File: config.mk
export PLATFORM = sky130hd
export DESIGN_NAME = uab_autobaud
export DESIGN_NICKNAME = d
export VERILOG_FILES = /design/src/uab_pkg.sv /design/src/uab_rate_gen.sv /design/src/uab_autobaud.sv
export VERILOG_INCLUDE_DIRS = /design/src
export SDC_FILE = /design/constraint.sdc
export NUM_CORES = 1
export LEC_CHECK = 0
export ABC_AREA = 0
export BUFFER_PORTS_ARGS = -buffer_cell sky130_fd_sc_hd__buf_2
export CAP_MARGIN = 10
export CORE_AREA = 5 5 150 109
export CTS_CLUSTER_SIZE = 30
export DETAILED_ROUTE_END_ITERATION = 10
export DIE_AREA = 0 0 155 114
export PLACE_DENSITY_LB_ADDON = 0.15
export SLEW_MARGIN = 20
export SYNTH_ARGS = -nofsm -noshare
export SYNTH_HDL_FRONTEND = slang
export SYNTH_SLANG_ARGS = --single-unit
File: constraint.sdc
create_clock -name pclk -period 2.9 [get_ports pclk]
set_input_delay 0.145 -clock pclk [delete_from_list [all_inputs] [get_ports pclk]]
set_output_delay 0.145 -clock pclk [all_outputs]
set_load 0.1 [all_outputs]
File: src/uab_regs.svh
// register offsets, field positions, reset values and rate constants of the
// autobaud / wake-on-break helper; included by both modules and the testbench
`ifndef UAB_REGS_SVH
`define UAB_REGS_SVH

// ----------------------------------------------------------------
// register byte offsets
// ----------------------------------------------------------------
`define UAB_OFS_RATE_CTRL 8'h00
`define UAB_OFS_DIV_LOW 8'h04
`define UAB_OFS_DIV_HIGH 8'h08
`define UAB_OFS_CONFIG 8'h0c
`define UAB_OFS_RX_DATA 8'h10
`define UAB_OFS_STATUS 8'h14

// ----------------------------------------------------------------
// field positions
// ----------------------------------------------------------------
`define UAB_BIT_AB_EN 0
`define UAB_BIT_WAKE_EN 1
`define UAB_BIT_WIDE_SEL 3
`define UAB_BIT_RX_IDLE 6
`define UAB_BIT_AB_OVF 7
`define UAB_BIT_HIGH_SPEED 0
`define UAB_BIT_SYNC_MODE 1
`define UAB_BIT_RX_FLAG 0

// ----------------------------------------------------------------
// reset values
// ----------------------------------------------------------------
`define UAB_RST_DIV 16'h0000
`define UAB_RST_FLAGS 1'b0

// ----------------------------------------------------------------
// timing: base clock divides, calibration ratio, first count and last edge
// ----------------------------------------------------------------
`define UAB_BASE_DIV_SLOW 7'd64
`define UAB_BASE_DIV_MID 7'd16
`define UAB_BASE_DIV_FAST 7'd4
`define UAB_ABD_RATIO 4'd8
`define UAB_AB_FIRST_COUNT 16'h0001
`define UAB_AB_LAST_EDGE 3'd4

`endif

File: src/uab_pkg.sv
// types shared by the autobaud / wake-on-break helper
// assumes uab_regs.svh is on the include path
package uab_pkg;
	typedef enum logic [1:0] {
		UAB_AB_IDLE = 2'b00,
		UAB_AB_START = 2'b01,
		UAB_AB_FIRST = 2'b10,
		UAB_AB_MEASURE = 2'b11
	} uab_ab_state_t;

	typedef struct packed {
		logic high_speed;
		logic wide_sel;
		logic sync_mode;
		logic calibrating;
		logic run;
	} uab_rate_cfg_t;
endpackage

File: src/uab_rate_gen.sv
// rate generator: base prescale, calibration tick and bit-rate tick
// assumes one clock pclk; run low freezes every counter (clocks stopped)
`timescale 1ns/1ps
`include "uab_regs.svh"

module uab_rate_gen
	import uab_pkg::*;
(
	input wire logic pclk,
	input wire logic presetn,
	input wire uab_rate_cfg_t cfg,
	input wire logic [15:0] divisor,
	output logic abd_tick,
	output logic rate_tick
);
	// ----------------------------------------------------------------
	// base clock select
	// ----------------------------------------------------------------
	function automatic logic [6:0] base_div(input logic wide, input logic hs);
		logic [6:0] d;
		d = `UAB_BASE_DIV_MID;
		if (!wide && !hs)
			d = `UAB_BASE_DIV_SLOW;
		else if (wide && hs)
			d = `UAB_BASE_DIV_FAST;
		return d;
	endfunction

	logic [6:0] pre_reg;
	logic [2:0] abd_reg;
	logic [15:0] bit_reg;
	wire [6:0] pre_last = base_div(cfg.wide_sel, cfg.high_speed) - 7'd1;
	wire base_tick = cfg.run && (pre_reg >= pre_last);
	wire [15:0] div_eff = cfg.wide_sel ? divisor : {8'h00, divisor[7:0]};
	wire abd_wrap = abd_reg == 3'(`UAB_ABD_RATIO - 4'd1);

	// the calibration tick is one eighth of the base tick
	always_ff @(posedge pclk or negedge presetn) begin
		if (!presetn) begin
			pre_reg <= 7'd0;
			abd_reg <= 3'd0;
			bit_reg <= 16'h0000;
			abd_tick <= 1'b0;
			rate_tick <= 1'b0;
		end else begin
			abd_tick <= base_tick && abd_wrap && cfg.calibrating;
			rate_tick <= base_tick && !cfg.calibrating && (bit_reg == 16'h0000);
			if (cfg.run)
				pre_reg <= base_tick ? 7'd0 : pre_reg + 7'd1;
			if (!cfg.calibrating)
				abd_reg <= 3'd0;
			else if (base_tick)
				abd_reg <= abd_reg + 3'd1;
			if (base_tick)
				bit_reg <= (bit_reg == 16'h0000) ? div_eff : bit_reg - 16'h0001;
		end
	end
endmodule

File: src/uab_autobaud.sv
// Functional notes
// - setting autobaud enable starts calibration, receiver idle
// - count from first rise after start bit
// - fifth rise: keep count, clear enable, set flag
// - reading receive data clears receive flag
// - both divisor bytes form one 16-bit counter
// - counter ticks at one eighth base rate
// - counter starts at one; software subtracts one
// - wake plus autobaud measures the following character
// - counter wrap before fifth rise sets overflow
// - after overflow keep counting to fifth rise
// - overflow cleared by software only when disabled
// - eight-bit modes: high byte zero means no overflow
// - sleep stops all serial unit clocks
// - wake enable suspends reception, watches falling edge
// - wake only in asynchronous mode
// - wake event sets receive flag
// - rise ending break clears wake enable
// - non-zero character: first low time is wake
//
// autobaud calibration and wake-on-break with an APB register slave
// assumes receive_line is synchronous to pclk and a receiver sits beside it
//
// Chosen here: the APB slave port and the address map.
`timescale 1ns/1ps
`include "uab_regs.svh"

module uab_autobaud
	import uab_pkg::*;
(
	input wire logic pclk,
	input wire logic presetn,
	input wire logic psel,
	input wire logic penable,
	input wire logic pwrite,
	input wire logic [7:0] paddr,
	input wire logic [31:0] pwdata,
	output logic [31:0] prdata,
	output logic pready,
	output logic pslverr,
	input wire logic receive_line,
	input wire logic sleep_mode,
	input wire logic receiver_idle,
	input wire logic [7:0] rx_char,
	output logic receive_flag,
	output logic receive_suspend,
	output logic rate_tick
);
	// ----------------------------------------------------------------
	// state
	// ----------------------------------------------------------------
	uab_ab_state_t state_reg;
	uab_ab_state_t state_next;
	logic ab_en_reg;
	logic wake_en_reg;
	logic ovf_reg;
	logic wide_sel_reg;
	logic high_speed_reg;
	logic sync_mode_reg;
	logic [15:0] div_reg;
	logic [2:0] edge_reg;
	logic line_prev_reg;
	logic [31:0] rdata_reg;
	logic err_reg;
	logic abd_tick;
	uab_rate_cfg_t rate_cfg;

	// ----------------------------------------------------------------
	// apb decode
	// ----------------------------------------------------------------
	wire setup = psel && !penable;
	wire access = psel && penable;
	wire wr = access && pwrite;
	wire rd = access && !pwrite;
	wire hit_ctrl = paddr == `UAB_OFS_RATE_CTRL;
	wire hit_low = paddr == `UAB_OFS_DIV_LOW;
	wire hit_high = paddr == `UAB_OFS_DIV_HIGH;
	wire hit_cfg = paddr == `UAB_OFS_CONFIG;
	wire hit_data = paddr == `UAB_OFS_RX_DATA;
	wire hit_stat = paddr == `UAB_OFS_STATUS;
	wire mapped = hit_ctrl || hit_low || hit_high || hit_cfg || hit_data || hit_stat;
	wire wr_ctrl = wr && hit_ctrl;
	wire wr_cfg = wr && hit_cfg;
	wire rd_data = rd && hit_data;

	assign pready = 1'b1;
	assign pslverr = access && err_reg;
	assign prdata = rdata_reg;

	// ----------------------------------------------------------------
	// receive line edges
	// ----------------------------------------------------------------
	wire line_fall = line_prev_reg && !receive_line;
	wire line_rise = !line_prev_reg && receive_line;

	// ----------------------------------------------------------------
	// calibration sequencing
	// ----------------------------------------------------------------
	wire calibrating = state_reg != UAB_AB_IDLE;
	wire measuring = state_reg == UAB_AB_MEASURE;
	wire first_rise = (state_reg == UAB_AB_FIRST) && line_rise;
	wire fifth_rise = measuring && line_rise && (edge_reg == `UAB_AB_LAST_EDGE);
	wire cnt_wrap = measuring && abd_tick && (div_reg == 16'hffff);
	wire wake_active = wake_en_reg && !sync_mode_reg;
	wire wake_event = wake_active && line_fall;
	wire wake_done = wake_active && line_rise;
	wire flag_set = fifth_rise || wake_event;

	always_comb begin
		state_next = state_reg;
		unique case (state_reg)
			UAB_AB_IDLE: begin
				// a pending wake holds calibration back for the next character
				if (ab_en_reg && !wake_en_reg)
					state_next = UAB_AB_START;
			end
			UAB_AB_START: begin
				if (line_fall)
					state_next = UAB_AB_FIRST;
			end
			UAB_AB_FIRST: begin
				if (line_rise)
					state_next = UAB_AB_MEASURE;
			end
			UAB_AB_MEASURE: begin
				if (fifth_rise)
					state_next = UAB_AB_IDLE;
			end
		endcase
		// software abort: clearing the enable drops the sequence at once
		if (!ab_en_reg)
			state_next = UAB_AB_IDLE;
	end

	always_ff @(posedge pclk or negedge presetn) begin
		if (!presetn)
			state_reg <= UAB_AB_IDLE;
		else
			state_reg <= state_next;
	end

	// the receiver stays idle while measuring or waiting for a wake
	assign receive_suspend = calibrating || ab_en_reg || wake_active;

	// ----------------------------------------------------------------
	// rising edge count and divisor pair
	// ----------------------------------------------------------------
	always_ff @(posedge pclk or negedge presetn) begin
		if (!presetn)
			edge_reg <= 3'd0;
		else if (first_rise)
			edge_reg <= 3'd1;
		else if (measuring && line_rise)
			edge_reg <= edge_reg + 3'd1;
	end

	// during calibration both bytes count as one word, whatever the width select
	always_ff @(posedge pclk or negedge presetn) begin
		if (!presetn) begin
			div_reg <= `UAB_RST_DIV;
		end else if (first_rise) begin
			div_reg <= `UAB_AB_FIRST_COUNT;
		end else if (measuring) begin
			if (abd_tick)
				div_reg <= div_reg + 16'h0001;
		end else if (!calibrating && wr && hit_low) begin
			div_reg[7:0] <= pwdata[7:0];
		end else if (!calibrating && wr && hit_high) begin
			div_reg[15:8] <= pwdata[7:0];
		end
	end

	// ----------------------------------------------------------------
	// control bits and flags
	// ----------------------------------------------------------------
	always_ff @(posedge pclk or negedge presetn) begin
		if (!presetn) begin
			ab_en_reg <= 1'b0;
			wake_en_reg <= 1'b0;
			wide_sel_reg <= 1'b0;
		end else begin
			if (wr_ctrl)
				wide_sel_reg <= pwdata[`UAB_BIT_WIDE_SEL];
			// hardware completion wins over a software write in the same cycle
			if (fifth_rise)
				ab_en_reg <= 1'b0;
			else if (wr_ctrl)
				ab_en_reg <= pwdata[`UAB_BIT_AB_EN];
			if (wake_done)
				wake_en_reg <= 1'b0;
			else if (wr_ctrl)
				wake_en_reg <= pwdata[`UAB_BIT_WAKE_EN];
		end
	end

	always_ff @(posedge pclk or negedge presetn) begin
		if (!presetn) begin
			high_speed_reg <= 1'b0;
			sync_mode_reg <= 1'b0;
		end else if (wr_cfg) begin
			high_speed_reg <= pwdata[`UAB_BIT_HIGH_SPEED];
			sync_mode_reg <= pwdata[`UAB_BIT_SYNC_MODE];
		end
	end

	// overflow: set wins; a written zero only lands while the enable is clear
	wire ovf_clear = wr_ctrl && !pwdata[`UAB_BIT_AB_OVF] && !ab_en_reg;
	always_ff @(posedge pclk or negedge presetn) begin
		if (!presetn)
			ovf_reg <= `UAB_RST_FLAGS;
		else if (cnt_wrap)
			ovf_reg <= 1'b1;
		else if (ovf_clear)
			ovf_reg <= 1'b0;
	end

	// receive flag: a set in the cycle of the clearing read wins
	always_ff @(posedge pclk or negedge presetn) begin
		if (!presetn)
			receive_flag <= `UAB_RST_FLAGS;
		else if (flag_set)
			receive_flag <= 1'b1;
		else if (rd_data)
			receive_flag <= 1'b0;
	end

	always_ff @(posedge pclk or negedge presetn) begin
		if (!presetn)
			line_prev_reg <= 1'b1;
		else
			line_prev_reg <= receive_line;
	end

	// ----------------------------------------------------------------
	// read data, captured in the setup phase
	// ----------------------------------------------------------------
	wire [7:0] ctrl_view = {ovf_reg, receiver_idle, 2'b00, wide_sel_reg, 1'b0,
		wake_en_reg, ab_en_reg};
	wire [7:0] rd_byte = hit_ctrl ? ctrl_view :
		hit_low ? div_reg[7:0] :
		hit_high ? div_reg[15:8] :
		hit_cfg ? {6'h00, sync_mode_reg, high_speed_reg} :
		hit_data ? rx_char :
		hit_stat ? {7'h00, receive_flag} : 8'h00;

	always_ff @(posedge pclk or negedge presetn) begin
		if (!presetn) begin
			rdata_reg <= 32'h0000_0000;
			err_reg <= 1'b0;
		end else if (setup) begin
			rdata_reg <= {24'h00_0000, rd_byte};
			err_reg <= !mapped;
		end
	end

	// ----------------------------------------------------------------
	// rate generator; sleep freezes it
	// ----------------------------------------------------------------
	assign rate_cfg = '{high_speed: high_speed_reg, wide_sel: wide_sel_reg,
		sync_mode: sync_mode_reg, calibrating: measuring, run: !sleep_mode};

	uab_rate_gen u_rate (
		.pclk(pclk),
		.presetn(presetn),
		.cfg(rate_cfg),
		.divisor(div_reg),
		.abd_tick(abd_tick),
		.rate_tick(rate_tick)
	);
endmodule

==> results.json, run 1 <==
{
  "cp-start-kind": "flip-flop",
  "leakagePower_nw": 2.303,
  "fillCellCount": 1592,
  "drive_above_1_share_pct": 15.54,
  "cts_tree": "yes",
  "synth_most_common_cell": "dfrtp_1",
  "synth_top_flop_cell": "dfrtp_1",
  "path_class": "reg2reg",
  "synth-edff-count": 0,
  "stdcell_count": 760,
  "areaGrowthSynthToFinish_pct": 17.01,
  "ant_nets": 0,
  "synth-seq-cells": 66,
  "overflow": 0,
  "gp_congestion": 0.8696,
  "netlist_instances": 510,
  "r2r_end": "u_rate.bit_reg[1]",
  "synth_warnings": 0,
  "via_per_inst": 5.278,
  "hold_path.class": "in2reg",
  "dp_slack_ns": 0.1236,
  "cp_num_buf_inv": 0,
  "routed_wl_mm": 12.94,
  "cts_setup_buffers": 0,
  "hp-start": "pwdata[7]",
  "placementRows": 38,
  "busiest_layer": "met1",
  "vias": 4011,
  "start_util_pct": 28.79,
  "hold_viol": 0,
  "cp_data_arrival_time_ns": 2.71,
  "diodes": 0,
  "synth_area_leader_cell": "dfrtp_1",
  "drv_slew": 0,
  "synth_area_leaders": "dfrtp_1 (38%), o21ai_0 (5.7%), a21oi_1 (5.6%)",
  "clock-sinks": 66,
  "dp_hpwl_mm": 9.824,
  "use_met1_pct": 22.38,
  "reg2reg_from": "high_speed_reg",
  "die_h_um": 114,
  "setup_viol": 0,
  "grt_use_met2_pct": 20.78,
  "drt_iter0_markers": 268,
  "critical-path-max-stage-delay_ns": 0.48,
  "syn_avg_cell_area_um2": 8.454,
  "grt_setup_unrepaired": "false",
  "grt_pass1_wl_mm": 20.80,
  "coreArea_um2": 14980,
  "status": "complete, no violations",
  "fin_crit_ns": 2.504,
  "whs_ns": 0.08754,
  "timing.slew.headroom_pct": 48.99,
  "power.density_nw_per_um2": 728.2,
  "finalClockSkew_ns": 0.006929,
  "clk_pin_slew_ns": 0.06,
  "fmax_mhz": 399.3,
  "clock_latency_ns": 0.33,
  "clockRootBuffer": "clkbuf_16",
  "die_x_um": 155,
  "first_global_vias": 3792,
  "cp.required_ns": 3.11,
  "min_path_cells": 3,
  "numPortBuffers": 43,
  "tightest_slew_ns": 0.7652,
  "crit_family": "simple AND/OR/NAND/NOR gates",
  "placedCellCount": 743,
  "htreeDepth": 3,
  "hold_end": "ovf_reg",
  "antenna_found_initial": 0,
  "crit_chain": "or2_2, ha_1, nand3_1, o21ai_0, a221oi_1, nor2_2, mux2_2",
  "clockBufferDepth": 2,
  "dieArea_um2": 17670,
  "max_cap_viol_count": 0,
  "grt_max_degree": 38,
  "vdd_drop_max_uv": 253.7,
  "cts_buffers": 9,
  "synthTopCellsByCount": "dfrtp_1 (65), o21ai_0 (49), a21oi_1 (48)",
  "wire_per_inst_um": 17.03,
  "io_pins": 93,
  "track_usage_pct": 14.82,
  "period_share_pct": 86.36,
  "nNetsFinal": 628,
  "synthesis.area_um2": 4312,
  "yosysSeqAreaShare_pct": 38.33,
  "dr.pass1.iters": 5,
  "synth_cell_type_count": 61,
  "cp-end-kind": "flip-flop",
  "yosysTopAreaCellShare_pct": 37.72,
  "finalSetupTns_ns": 0,
  "slowest_stage": "nor2_2",
  "reg2reg_depth": 7,
  "worstPathMaxFanout": 12,
  "async_flop_share_pct": 100.0,
  "drc": 0,
  "rrSetupSlack_ns": 0.40,
  "use_met3_pct": 3.944,
  "setup_slack_ns": 0.3957
}
-- layout make-up --
type	count	area, µm²	share of cell area (%)
tap	200	250.2	4.960
multi-input combinational	398	2386	47.30
clock buffer	13	260.3	5.159
sequential	66	1653	32.76
timing repair buffer	59	352.8	6.994
inverter	22	82.58	1.637
clock inverter	2	60.06	1.190
-- layout by cell type, fill, tap and decap left out, types with 5 or more instances in the layout --
master      n
inv_1      22
a2bb2oi_1   5
o31ai_1     6
o2bb2ai_1   6
a31oi_1    10
a41oi_1     5
a22oi_1     5
buf_2      43
nor4_1      5
nor2_1     39
nand2_1    43
o21ai_0    49
clkbuf_16   9
ha_1       16
buf_4      13
dfrtp_1    65
nor3_1     14
a21oi_1    48
mux2i_1     8
nand3_1    18
a21o_1      5
nand2b_1    5
and3_1     11
nand4_1     5
nor2b_1     6
o22ai_1     6
conb_1     26
-- through the flow --
| step | utilization (%) | power [mW] | instance area [µm²] |
|---|---|---|---|
| final | 33.68 | 3.674 | 5045 |
| after CTS | 33.67 | 3.692 | 5042 |
| after global placement | 31.40 | 2.474 | 4702 |
| after floorplan | - | 2.170 | 4402 |
| after global routing | 33.68 | 3.923 | 5045 |
| after detailed placement | 31.40 | 2.477 | 4702 |
-- worst max-delay path by stage --
stage / from / depth (start not counted) / to / slack [ns]
6_report: high_speed_reg / 7 / u_rate.bit_reg[1] / 0.40
5_1_grt: high_speed_reg / 7 / u_rate.bit_reg[1] / 0.21
4_1_cts: high_speed_reg / 7 / u_rate.bit_reg[1] / 0.11
3_5_place_dp: high_speed_reg / 7 / u_rate.bit_reg[1] / 0.12
3_3_place_gp: high_speed_reg / 7 / u_rate.bit_reg[1] / 0.24
2_1_floorplan: wide_sel_reg / 10 / u_rate.bit_reg[4] / 0.62
-- metal layers --
| layer | part of all wire (%) | wire length (µm) | vias to the layer above |
|---|---|---|---|
| met5 | 0 | 0 | - |
| met2 | 42 | 5450 | 130 |
| li1 | - | - | 1919 |
| met1 | 50 | 6498 | 1955 |
| met4 | 0.99 | 128 | 0 |
| met3 | 6.7 | 862 | 7 |
-- tightest hold or removal path, delay by kind of cell --
family	cells	cell delay [ns]
compound gates	2	0.13
buf+inv	1	0.10
-- repair_timing --
action / 4_1_cts / 5_1_grt
hold buffers: 2 / 0
setup endpoints to repair: 0 / 1
hold endpoints to repair: 30 / 0
gates resized for setup: 0 / 1
-- power breakdown --
group / internal [mW] / leakage (nW) / switching (mW)
Sequential: 1.05 / 0.840 / 0.176
Clock: 0.795 / 0.156 / 0.393
Combinational: 0.429 / 1.31 / 0.832
Total: 2.27 / 2.30 / 1.40
-- logic make-up after synthesis --
family / count (synthesis) / synth area share [%]
adders and majority gates: 16 / 4.643
other: 2 / 0.1742
buffers and inverters: 70 / 8.473
xor gates and xnor gates: 3 / 0.6095
and+or+nand+nor: 171 / 20.37
muxes: 12 / 2.902
AOI/OAI and AO/OA: 170 / 24.49
DFF: 66 / 38.33
Note: power is estimated with default switching activity, not from simulation.
==> run 2, diff against run 1 <==
--- a/config.mk
+++ b/config.mk
@@ -9,10 +9,10 @@
 export ABC_AREA = 0
 export BUFFER_PORTS_ARGS = -buffer_cell sky130_fd_sc_hd__buf_2
 export CAP_MARGIN = 10
-export CORE_AREA = 5 5 150 109
+export CORE_AREA = 5 5 112 83
 export CTS_CLUSTER_SIZE = 30
 export DETAILED_ROUTE_END_ITERATION = 10
-export DIE_AREA = 0 0 155 114
+export DIE_AREA = 0 0 117 88
 export PLACE_DENSITY_LB_ADDON = 0.15
 export SLEW_MARGIN = 20
 export SYNTH_ARGS = -nofsm -noshare
==> run 2 against run 1 <==
Effect of this change:
- the flow now finishes with violations (hold timing)
- design area shrank 3.4%
- clock skew shrank 0.0017 ns
- combinational power is essentially flat
- fmax shrank 0.89%
- first-iteration DRC count grew 68%
- critical path depth grew 1
- global-route usage grew 9.2 points
- critical endpoint is now u_rate.bit_reg[10]
- highest routed layer unchanged
==> results.json, run 2 (synthesized netlist as in run 1, its figures left out) <==
{
  "status": "finished with violations",
  "failed_checks": "hold timing",
  "drv_slew": 0,
  "die_x_um": 117,
  "final_core_utilization_pct": 59.96,
  "grt_pass1_wl_mm": 19.04,
  "die_h_um": 88,
  "period_share_pct": 87.13,
  "cp-start-kind": "flip-flop",
  "leakagePower_nw": 2.281,
  "hold_path.class": "in2async",
  "cts_tree": "yes",
  "crit_chain": "or2_2, ha_1, a31oi_1, o21ai_0, a221o_1, buf_4, a41oi_1, a41oi_1",
  "diodes": 0,
  "power_frac_seq_pct": 34.0,
  "seq_area_um2": 1653,
  "clock_latency_ns": 0.34,
  "clock-sinks": 66,
  "grt_setup_unrepaired": "false",
  "tightest_slew_ns": 0.8704,
  "power.density_nw_per_um2": 736.3,
  "p_clk_share_pct": 31.2,
  "ant_nets": 0,
  "dieArea_um2": 10300,
  "placementRows": 28,
  "cts_buffers": 9,
  "cp-end-kind": "flip-flop",
  "path_class": "reg2reg",
  "cp.required_ns": 3.08,
  "numPortBuffers": 43,
  "p_comb_share_pct": 34.8,
  "clockBufferDepth": 2,
  "track_usage_pct": 23.99,
  "dr.pass1.iters": 5,
  "vias": 4134,
  "fillCellCount": 734,
  "antenna_found_initial": 0,
  "gp_congestion": 0.9099,
  "vdd_drop_max_uv": 411.6,
  "max_cap_viol_count": 0,
  "via_per_inst": 6.235,
  "critical-path-max-stage-delay_ns": 0.50,
  "clockRootBuffer": "clkbuf_16",
  "whs_ns": -0.006530,
  "areaGrowthSynthToFinish_pct": 13.03,
  "grt_max_degree": 67,
  "coreArea_um2": 8128,
  "drc": 0,
  "routed_wl_mm": 12.23,
  "final_common_cell": "dfrtp_1",
  "clk_pin_slew_ns": 0.06,
  "hold_viol": 2,
  "htreeDepth": 3,
  "timing.slew.headroom_pct": 41.98,
  "power.internal_mw": 2.181,
  "rrSetupSlack_ns": 0.37,
  "crit_top_cell": "a41oi_1",
  "finalSetupTns_ns": 0,
  "first_global_vias": 3681,
  "fin_crit_ns": 2.527,
  "start_util_pct": 53.05,
  "dp_hpwl_mm": 8.811,
  "drt_iter0_markers": 451,
  "cp_data_arrival_time_ns": 2.71,
  "nNetsFinal": 625,
  "netSwitchingPower_mw": 1.408,
  "cts_setup_buffers": 0,
  "wire_per_inst_um": 18.45,
  "io_pins": 93,
  "setup_viol": 0,
  "finalClockSkew_ns": 0.005247,
  "overflow": 0,
  "fmax_mhz": 395.7,
  "multi_input_area_um2": 2386,
  "p_sw_share_pct": 39.23,
  "drive_above_1_share_pct": 15.77,
  "worstPathMaxFanout": 11,
  "final_cell_mix": "dfrtp_1 (65), o21ai_0 (49), a21oi_1 (48), nand2_1 (43), buf_2 (43)",
  "slowest_stage": "a221o_1"
}
==> run 2: area by class of cell <==
cell class                      instances  area share (%)
Tap cell                              105           2.696
Clock inverter                          5           1.078
Sequential cell                        66           33.92
Inverter                               22           1.694
Multi-Input combinational cell        398           48.96
Timing Repair Buffer                   56           6.470
Clock buffer                           11           5.186
==> run 2: final timing paths <==
check                                     endpoint      startpoint  cells after the start
min in group pclk                     wide_sel_reg       pwdata[3]                      2
worst max-delay path            u_rate.bit_reg[10]  high_speed_reg                      8
worst max register to register  u_rate.bit_reg[10]  high_speed_reg                      8
max in group asynchronous        u_rate.pre_reg[4]         presetn                      2
worst min register to register           prdata[1]       prdata[1]                      2
worst min-delay path             u_rate.bit_reg[9]         presetn                      2
==> run 2: critical path: cells and delay by family, from the launching register on <==
kind	cells	cell delay [ns]
AND/OR/NAND/NOR	1	0.31
AO/OA/AOI/OAI	5	1.08
buffers and inverters	1	0.26
flip-flops	1	0.42
adder cells (fa/ha/maj)	1	0.30
==> run 2: power groups by stage <==
stage	Sequential, mW	Clock (mW)	Combinational (mW)
2_1_floorplan	1.21	0	0.961
3_3_place_gp	1.22	0	1.21
3_5_place_dp	1.23	0	1.23
4_1_cts	1.22	1.13	1.23
5_1_grt	1.24	1.18	1.36
6_report	1.22	1.12	1.25
==> run 2: routing by layer <==
layer | vias to the layer above | global-route usage, % | part of all wire, %
met1 | 1989 | 35.84 | 45
met3 | 18 | 7.113 | 10
met5 | - | 0 | 0
met2 | 220 | 33.45 | 43
li1 | 1907 | - | -
met4 | 0 | 6.875 | 1.3
==> run 2: per-stage QoR <==
step | power (mW) | setup WS (ns) | area (µm²) | instances | hold WS [ns]
final | 3.588 | 0.3731 | 4873 | 663 | -0.006530
after global placement | 2.430 | 0.3157 | 4556 | 646 | 0.2858
after detailed placement | 2.460 | 0.2055 | 4556 | 646 | 0.2958
after global routing | 3.782 | 0.2474 | 4873 | 663 | 0.07894
after floorplan | 2.170 | 0.6241 | 4402 | 534 | -0.1506
after CTS | 3.580 | 0.1978 | 4871 | 663 | 0.04632
==> run 2: repair_timing <==
item,in CTS,in global routing
endpoints found under the setup margin,0,1
hold buffers,1,0
gates resized for setup,0,1
hold endpoints to repair,1,0
